<file path="src/fbc_map.vh">
// command codes, unlock addresses and bus timing for the flash bus host
`ifndef FBC_MAP_VH
`define FBC_MAP_VH
`define FBC_CLK_MHZ 250
`define FBC_MIN_PULSE_NS 5
`define FBC_PULSE_CYC ((`FBC_MIN_PULSE_NS * `FBC_CLK_MHZ + 999) / 1000 + 1)
`define FBC_IDLE_NS 150
`define FBC_IDLE_CYC ((`FBC_IDLE_NS * `FBC_CLK_MHZ + 999) / 1000)
`define FBC_ABORT_US 10
`define FBC_ABORT_CYC (`FBC_ABORT_US * `FBC_CLK_MHZ)
`define FBC_UNL1_X16 11'h555
`define FBC_UNL2_X16 11'h2aa
`define FBC_UNL1_X8 12'haaa
`define FBC_UNL2_X8 12'h555
`define FBC_D_UNL1 8'haa
`define FBC_D_UNL2 8'h55
`define FBC_D_RESET 8'hf0
`define FBC_D_AUTOSEL 8'h90
`define FBC_D_PROGRAM 8'ha0
`define FBC_D_BYPASS 8'h20
`define FBC_D_ERASE 8'h80
`define FBC_D_CHIP 8'h10
`define FBC_D_BLOCK 8'h30
`define FBC_D_SUSPEND 8'hb0
`define FBC_D_BYP_EXIT 8'h00
`define FBC_OP_READ 4'h0
`define FBC_OP_RESET 4'h1
`define FBC_OP_AUTOSEL 4'h2
`define FBC_OP_PROGRAM 4'h3
`define FBC_OP_BYPASS 4'h4
`define FBC_OP_BYP_PROG 4'h5
`define FBC_OP_BYP_EXIT 4'h6
`define FBC_OP_CHIP_ERASE 4'h7
`define FBC_OP_BLK_ERASE 4'h8
`define FBC_OP_SUSPEND 4'h9
`define FBC_OP_RESUME 4'ha
`define FBC_OP_ID_READ 4'hb
`define FBC_OP_RESET_LONG 4'hc
`define FBC_OP_WRITE 4'hd
`endif
</file>
<file path="src/fbc_host.v">
// host controller that drives a parallel nor flash over its bus pins
// Summary of operation
// - read: select and oe low, we high
// - output enable stays high through writes
// - id read with address nine high voltage
// - auto select reads codes by address bits
`include "fbc_map.vh"
module fbc_host (
    // clock and reset
    input wire clk_sys_i,
    input wire rst_n_i,
    // command port
    input wire cmd_valid_i,
    input wire [3:0] cmd_op_i,
    input wire [17:0] cmd_addr_i,
    input wire cmd_byte_sel_i,
    input wire [15:0] cmd_data_i,
    input wire cmd_byte_mode_i,
    output reg cmd_ready_o,
    output reg rsp_valid_o,
    output reg [15:0] rsp_data_o,
    // flash pins
    output reg [17:0] flash_addr_o,
    output reg flash_cs_n_o,
    output reg flash_oe_n_o,
    output reg flash_we_n_o,
    output reg flash_byte_mode_n_o,
    output reg high_voltage_level_o,
    output reg [15:0] flash_dq_o,
    output reg flash_dq_oe_n_o,
    input wire [15:0] flash_dq_i
);
    localparam [5:0] ST_IDLE = 6'h01;
    localparam [5:0] ST_SETUP = 6'h02;
    localparam [5:0] ST_STROBE = 6'h04;
    localparam [5:0] ST_HOLD = 6'h08;
    localparam [5:0] ST_NEXT = 6'h10;
    localparam [5:0] ST_WAIT = 6'h20;
    localparam integer PULSE_N = `FBC_PULSE_CYC;
    localparam integer IDLE_N = `FBC_IDLE_CYC;
    localparam integer ABORT_N = `FBC_ABORT_CYC;
    localparam [2:0] PULSE = PULSE_N[2:0];
    localparam [5:0] IDLE_GAP = IDLE_N[5:0];
    localparam [11:0] ABORT = ABORT_N[11:0];

    reg [5:0] state_q;
    reg [3:0] op_q;
    reg [2:0] step_q;
    reg [2:0] last_q;
    reg [11:0] cnt_q;
    reg [17:0] addr_q;
    reg bsel_q;
    reg [15:0] data_q;
    reg bmode_q;
    reg [15:0] dq_s1_q;
    reg [15:0] dq_s2_q;
    reg [17:0] w_addr;
    reg [15:0] w_data;
    reg w_lowbit;
    reg is_read;

    // unlock/command address, wider in byte mode with lowest bit on top pin
    function [11:0] unl_addr;
        input second;
        input byte_mode;
        begin
            if (byte_mode) begin
                unl_addr = second ? `FBC_UNL2_X8 : `FBC_UNL1_X8;
            end else begin
                unl_addr = {second ? `FBC_UNL2_X16 : `FBC_UNL1_X16, 1'b0};
            end
        end
    endfunction

    // index of the last write of each op, one less than its write count; reads are one bus cycle
    function [2:0] op_len;
        input [3:0] op;
        begin
            case (op)
                `FBC_OP_RESET_LONG, `FBC_OP_AUTOSEL, `FBC_OP_BYPASS: op_len = 3'd2;
                `FBC_OP_PROGRAM: op_len = 3'd3;
                `FBC_OP_BYP_PROG, `FBC_OP_BYP_EXIT: op_len = 3'd1;
                `FBC_OP_CHIP_ERASE, `FBC_OP_BLK_ERASE: op_len = 3'd5;
                default: op_len = 3'd0;
            endcase
        end
    endfunction

    // pick the address and data for the current write of a sequence
    always @* begin
        w_addr = addr_q;
        w_lowbit = bsel_q;
        w_data = data_q;
        is_read = (op_q == `FBC_OP_READ) || (op_q == `FBC_OP_ID_READ);
        case (op_q)
            `FBC_OP_RESET: w_data = {8'h00, `FBC_D_RESET};
            `FBC_OP_SUSPEND: w_data = {8'h00, `FBC_D_SUSPEND};
            `FBC_OP_RESUME: w_data = {8'h00, `FBC_D_BLOCK};
            `FBC_OP_BYP_PROG: begin
                if (step_q == 3'd0) w_data = {8'h00, `FBC_D_PROGRAM};
            end
            `FBC_OP_BYP_EXIT: w_data = {8'h00, (step_q == 3'd0) ? `FBC_D_AUTOSEL
                                                               : `FBC_D_BYP_EXIT};
            `FBC_OP_READ, `FBC_OP_ID_READ, `FBC_OP_WRITE: w_data = data_q;
            default: begin
                // unlock pair leads every long sequence
                // program's fourth write carries the target, not a second unlock
                if (step_q == 3'd0 || (step_q == 3'd3 && op_q != `FBC_OP_PROGRAM)) begin
                    {w_addr[10:0], w_lowbit} = unl_addr(1'b0, bmode_q);
                    w_data = {8'h00, `FBC_D_UNL1};
                end else if (step_q == 3'd1 || step_q == 3'd4) begin
                    {w_addr[10:0], w_lowbit} = unl_addr(1'b1, bmode_q);
                    w_data = {8'h00, `FBC_D_UNL2};
                end else begin
                    {w_addr[10:0], w_lowbit} = unl_addr(1'b0, bmode_q);
                    case (op_q)
                        `FBC_OP_RESET_LONG: w_data = {8'h00, `FBC_D_RESET};
                        `FBC_OP_AUTOSEL: w_data = {8'h00, `FBC_D_AUTOSEL};
                        `FBC_OP_BYPASS: w_data = {8'h00, `FBC_D_BYPASS};
                        `FBC_OP_CHIP_ERASE: w_data = {8'h00, `FBC_D_CHIP};
                        `FBC_OP_BLK_ERASE: begin
                            {w_addr[10:0], w_lowbit} = {addr_q[10:0], bsel_q};
                            w_data = {8'h00, `FBC_D_BLOCK};
                        end
                        default: w_data = {8'h00, `FBC_D_PROGRAM};
                    endcase
                    if (step_q == 3'd2 && (op_q == `FBC_OP_CHIP_ERASE ||
                                           op_q == `FBC_OP_BLK_ERASE)) begin
                        {w_addr[10:0], w_lowbit} = unl_addr(1'b0, bmode_q);
                        w_data = {8'h00, `FBC_D_ERASE};
                    end
                    if (step_q == 3'd3 && op_q == `FBC_OP_PROGRAM) begin
                        w_addr = addr_q; // program_target_addr
                        w_lowbit = bsel_q;
                        w_data = data_q; // program_value
                    end
                end
            end
        endcase
        if (!bmode_q) w_lowbit = w_data[15];
    end

    always @(posedge clk_sys_i) begin
        dq_s1_q <= flash_dq_i;
        dq_s2_q <= dq_s1_q;
        if (!rst_n_i) begin
            state_q <= ST_IDLE;
            op_q <= `FBC_OP_READ;
            step_q <= 3'd0;
            last_q <= 3'd0;
            cnt_q <= 12'h000;
            addr_q <= 18'h00000;
            bsel_q <= 1'b0;
            data_q <= 16'h0000;
            bmode_q <= 1'b0;
            cmd_ready_o <= 1'b0;
            rsp_valid_o <= 1'b0;
            rsp_data_o <= 16'h0000;
            flash_addr_o <= 18'h00000;
            flash_cs_n_o <= 1'b1;
            flash_oe_n_o <= 1'b1;
            flash_we_n_o <= 1'b1;
            flash_byte_mode_n_o <= 1'b1;
            high_voltage_level_o <= 1'b0;
            flash_dq_o <= 16'h0000;
            flash_dq_oe_n_o <= 1'b1;
        end else begin
            rsp_valid_o <= 1'b0;
            case (state_q)
                ST_IDLE: begin
                    cmd_ready_o <= 1'b1;
                    if (cmd_valid_i && cmd_ready_o) begin
                        cmd_ready_o <= 1'b0;
                        op_q <= cmd_op_i;
                        addr_q <= cmd_addr_i;
                        bsel_q <= cmd_byte_sel_i;
                        data_q <= cmd_data_i;
                        bmode_q <= cmd_byte_mode_i;
                        flash_byte_mode_n_o <= ~cmd_byte_mode_i;
                        step_q <= 3'd0;
                        last_q <= op_len(cmd_op_i);
                        state_q <= ST_SETUP;
                    end
                end
                ST_SETUP: begin
                    // address settles before any strobe falls
                    flash_addr_o <= w_addr;
                    if (is_read) begin
                        flash_dq_oe_n_o <= 1'b1;
                        // byte mode: dq15 still picks the byte during reads
                        flash_dq_o <= {w_lowbit, 15'h0000};
                        high_voltage_level_o <= (op_q == `FBC_OP_ID_READ);
                    end else begin
                        flash_oe_n_o <= 1'b1;
                        flash_dq_oe_n_o <= 1'b0;
                        flash_dq_o <= bmode_q ? {w_lowbit, 7'h00, w_data[7:0]} : w_data;
                    end
                    cnt_q <= 12'h000;
                    state_q <= ST_STROBE;
                end
                ST_STROBE: begin
                    flash_cs_n_o <= 1'b0;
                    if (is_read) flash_oe_n_o <= 1'b0;
                    else flash_we_n_o <= 1'b0;
                    cnt_q <= cnt_q + 12'h001;
                    // strobes last long past the glitch filter and access time
                    if (cnt_q == {6'h00, IDLE_GAP}) begin
                        if (is_read) begin
                            rsp_data_o <= bmode_q ? {8'h00, dq_s2_q[7:0]} : dq_s2_q;
                            rsp_valid_o <= 1'b1;
                        end
                        flash_we_n_o <= 1'b1;
                        flash_oe_n_o <= 1'b1;
                        flash_cs_n_o <= 1'b1;
                        cnt_q <= 12'h000;
                        state_q <= ST_HOLD;
                    end
                end
                ST_HOLD: begin
                    cnt_q <= cnt_q + 12'h001;
                    if (cnt_q == {9'h000, PULSE}) begin
                        flash_dq_oe_n_o <= 1'b1;
                        high_voltage_level_o <= 1'b0;
                        state_q <= ST_NEXT;
                    end
                end
                ST_NEXT: begin
                    cnt_q <= 12'h000;
                    if (step_q == last_q) begin
                        state_q <= (op_q == `FBC_OP_RESET || op_q == `FBC_OP_RESET_LONG)
                                   ? ST_WAIT : ST_IDLE;
                    end else begin
                        step_q <= step_q + 3'd1;
                        state_q <= ST_SETUP;
                    end
                end
                ST_WAIT: begin
                    cnt_q <= cnt_q + 12'h001;
                    if (cnt_q == ABORT - 12'h001) state_q <= ST_IDLE;
                end
                default: state_q <= ST_IDLE;
            endcase
        end
    end
endmodule // fbc_host

</file>
<file path="config.mk">
export PLATFORM = sky130hd
export DESIGN_NAME = fbc_host
export DESIGN_NICKNAME = d
export VERILOG_FILES = /design/src/fbc_host.v
export VERILOG_INCLUDE_DIRS = /design/src
export SDC_FILE = /design/constraint.sdc
export NUM_CORES = 1
export LEC_CHECK = 0
export ABC_AREA = 1
export ABC_CLOCK_PERIOD_IN_PS = 2100
export BUFFER_PORTS_ARGS = -buffer_cell sky130_fd_sc_hd__buf_4
export CAP_MARGIN = 0
export CORE_MARGIN = 2
export CORE_UTILIZATION = 55
export DETAILED_ROUTE_END_ITERATION = 8
export PLACE_DENSITY = 0.81
export SETUP_SLACK_MARGIN = 0.05
export SYNTH_ARGS = -nofsm -noshare
export SYNTH_HDL_FRONTEND = slang
export SYNTH_SLANG_ARGS = --single-unit
export TNS_END_PERCENT = 30
</file>
<file path="constraint.sdc">
create_clock -name clk_sys_i -period 2.1 [get_ports clk_sys_i]
set_input_delay 0.21 -clock clk_sys_i [delete_from_list [all_inputs] [get_ports clk_sys_i]]
set_output_delay 0.21 -clock clk_sys_i [all_outputs]
set_load 0.02 [all_outputs]
</file>
==> flow_metrics.env <==
export IMPL_status="completed"
export IMPL_worst_path_max_delay_cell="dfxtp_2"
export IMPL_ir_drop_mv=0.7881
export IMPL_ys_ff_latch=154
export IMPL_crit_fanout=14
export IMPL_yosys_top_cells_area="dfxtp_1 49%, nand2_1 9.8%, o21ai_0 6.6%, nor2_1 6.5%, a21oi_1 6.3%"
export IMPL_synth_cells=842
export IMPL_grt_pass1_wl_microns=26830
export IMPL_crit_start="step_q[0]$_SDFFE_PN0P_"
export IMPL_cts_buffers=17
export IMPL_hp_class="in -> reg"
export IMPL_synth_top_area_share_pct=48.59
export IMPL_clk_latency_ps=430
export IMPL_final_antenna_net_count=0
export IMPL_rrSetupSlack_ps=150
export IMPL_internal_power_mw=5.874
export IMPL_vias_per_cell=5.268
export IMPL_wl_per_cell_microns=14.42
export IMPL_fin_ws_ps=145.1
export IMPL_clk_pin_slew_worst_paths_ps=60
export IMPL_dp_hpwl_microns=10820
export IMPL_cts_sinks=154
export IMPL_cpPeakStageDelay_ps=370
export IMPL_overflow=0
export IMPL_fp_dieH_microns=111.4
export IMPL_synthTopCellsByCount="166 x nand2_1, 154 x dfxtp_1, 110 x nor2_1, 84 x o21ai_0, 80 x a21oi_1"
export IMPL_syn_area_sq_um=6345
export IMPL_first_iter_violations=510
export IMPL_syn_area_per_cell_sq_um=7.535
export IMPL_required_ps=2420
export IMPL_fin_crit_sh_pct=93.09
export IMPL_dieArea_sq_um=12410
export IMPL_first_global_vias=5616
export IMPL_cts_max_level=4
export IMPL_drive_gt1_share_pct=19.56
export IMPL_leakage_nw=3.690
export IMPL_cts_tree="yes"
export IMPL_gp_congestion=0.9957
export IMPL_synth_ff_type="dfxtp_1"
export IMPL_hold_viol=0
export IMPL_rsz0062_at_grt="false"
export IMPL_crit_family="simple AND/OR/NAND/NOR gates"
export IMPL_tightest_slew_ps=455.8
export IMPL_dp_slack_ps=148.6
export IMPL_gr_usage_all_layers_pct=26.65
export IMPL_fin_hold_ws_ps=7.834
export IMPL_arrival_ps=2280
export IMPL_yosysMostFrequentCell="nand2_1"
export IMPL_fp_dieW_microns=111.4
export IMPL_final_cell_count_no_fill=1140
export IMPL_dr_pass1_iters=5
export IMPL_synth_fp_nets=908
export IMPL_slew_headroom_pct=69.33
export IMPL_root_buffer="clkbuf_16"
export IMPL_synth_edf_count=0
export IMPL_core_sq_um=11320
export IMPL_dp_cells=1081
export IMPL_vias=6005
export IMPL_cp_start_kind="flop"
export IMPL_crit_path_cell_trace="inv_1, ha_1, nand2_2, inv_1, a21oi_4, nand3_4, inv_6, nand2_1, o21ai_0, nand2_1, nand2_1, inv_1"
export IMPL_clock_path_buffers=2
export IMPL_power_mw=8.723
export IMPL_critPathKind="reg -> reg"
export IMPL_crit_end="flash_addr_o[6]$_SDFFE_PN0P_"
export IMPL_drc_errors=0
export IMPL_n_antenna_cell=0
export IMPL_start_util_pct=56.05
export IMPL_cap_violations=0
export IMPL_p_clk_share_pct=36.1
export IMPL_grt_max_degree=53
export IMPL_pwr_share_comb_pct=24.1
export IMPL_nFillCells=858
export IMPL_p_switching_mw=2.849
export IMPL_r2r_start="step_q[0]$_SDFFE_PN0P_"
export IMPL_finClkSkew_ps=9.691
export IMPL_grt_antenna_before_repair=0
export IMPL_io_pins=117
export IMPL_p_per_area_nw_per_um2=1061
export IMPL_cp_depth=12
export IMPL_final_nets=1050
export IMPL_r2r_cells=12
export IMPL_portBuffers=116
export IMPL_r2r_end="flash_addr_o[6]$_SDFFE_PN0P_"
export IMPL_maxSlewViolCount=0
export IMPL_yosysSeqAreaShare_pct=48.59
export IMPL_ys_warn_count=0
export IMPL_path_buf_inv=4
export IMPL_syn2layout_area_growth_pct=29.52
export IMPL_wl_microns=16440
export IMPL_synth_cell_types=41
export IMPL_finalSetupViolations=0
export IMPL_rows=39
export IMPL_end_kind="flop"
export IMPL_p_seq_share_pct=39.8
export IMPL_switching_share_pct=32.66
export IMPL_async_reset_ff_share_pct=0
export IMPL_fmax_mhz=511.5
export IMPL_fin_setup_tns_ps=0
export IMPL_fin_crit_ps=1955
export IMPL_synth_top_cell_by_area="dfxtp_1"
-- worst register-to-register path: stages, from the launching register on --
cell	delay, ps
dfxtp_2	370
inv_1	90
ha_1	220
nand2_2	140
inv_1	130
a21oi_4	220
nand3_4	150
inv_6	150
nand2_1	70
o21ai_0	90
nand2_1	100
nand2_1	100
inv_1	50
-- metal layers --
metal	global-route usage (%)	part of all wire [%]	vias to the layer above
met2	42.60	47	228
li1	-	-	3029
met1	34.86	44	2720
met3	8.111	7.3	28
met4	8.477	1.8	0
met5	0	0	-
-- worst min path at each step --
stage                                   from                endpoint  slack, ps  cells after the start
after floorplan                flash_dq_i[0]      dq_s1_q[0]$_DFF_P_        240                      0
after global placement    dq_s1_q[1]$_DFF_P_      dq_s2_q[1]$_DFF_P_        310                      0
after detailed placement  dq_s1_q[3]$_DFF_P_      dq_s2_q[3]$_DFF_P_        310                      0
after CTS                      cmd_data_i[8]  data_q[8]$_SDFFE_PN0P_          1                      3
after global routing           cmd_addr_i[8]  addr_q[8]$_SDFFE_PN0P_          6                      3
final                          cmd_data_i[8]  data_q[8]$_SDFFE_PN0P_          8                      3
-- cells by family (layout without fill, tap and decap cells) --
kind of cell	count (synthesis)	in the layout	share of synthesized area, %
AOI/OAI and AO/OA	192	192	16.41
xor gates and xnor gates	8	8	1.104
adders and majority gates	7	7	1.380
buffers and inverters	114	269	7.494
DFF	154	154	48.59
and+or+nand+nor	367	367	25.02
-- placed cells by master (no fill, tap or decap), drive strengths merged, types with 2 or more instances in the layout --
| cell type | Yosys | routed |
|---|---|---|
| buf | 13 | 128 |
| o211ai | 2 | 2 |
| nand3 | 43 | 43 |
| o21ai | 95 | 95 |
| nand3b | 4 | 4 |
| a21oi | 81 | 81 |
| bufinv | 0 | 3 |
| o22ai | 2 | 2 |
| nor4 | 2 | 2 |
| xnor2 | 3 | 3 |
| dlygate4sd3 | 0 | 27 |
| inv | 80 | 84 |
| nor2 | 116 | 116 |
| dfxtp | 154 | 154 |
| ha | 7 | 7 |
| clkinv | 2 | 8 |
| nand2 | 175 | 175 |
| nand4 | 18 | 18 |
| clkbuf | 19 | 19 |
| and3 | 2 | 2 |
| xor2 | 5 | 5 |
| nor3 | 6 | 6 |
| o21a | 8 | 8 |
-- layout make-up --
class	instances	area, sq um	share of cell area [%]
clock inverter	13	165.2	2.010
inverter	82	312.8	3.806
timing repair buffer	155	1231	14.98
sequential	154	3088	37.58
multi-input combinational	574	2799	34.06
clock buffer	19	442.9	5.390
tap	143	178.9	2.177
-- stage by stage --
stage	utilization (%)	cell area (sq um)
2_1_floorplan	-	6345
3_3_place_gp	64.68	7322
3_5_place_dp	64.68	7322
4_1_cts	72.44	8200
5_1_grt	72.59	8218
6_report	72.59	8218
-- power groups by stage --
stage	combinational (mW)	clock, mW	sequential [mW]
after floorplan	1.41	0	3.52
after global placement	1.96	0	3.52
after detailed placement	1.99	0	3.52
after CTS	2.06	3.18	3.46
after global routing	2.33	3.33	3.51
final	2.10	3.15	3.47
-- sequential cells by signal (all words and copies together), names as in the netlist, 12 cells and up --
register	flops
addr_q	18
flash_addr_o	18
data_q	16
dq_s1_q	16
dq_s2_q	16
flash_dq_o	16
rsp_data_o	16
cnt_q	12
-- timing repair --
action,4_1_cts,5_1_grt
hold endpoints to repair,27,0
hold buffers,27,0
endpoints found under the setup margin,0,18
gates resized for setup,0,7
setup buffers,0,0
No activity file was read; power rests on OpenSTA's default activity.
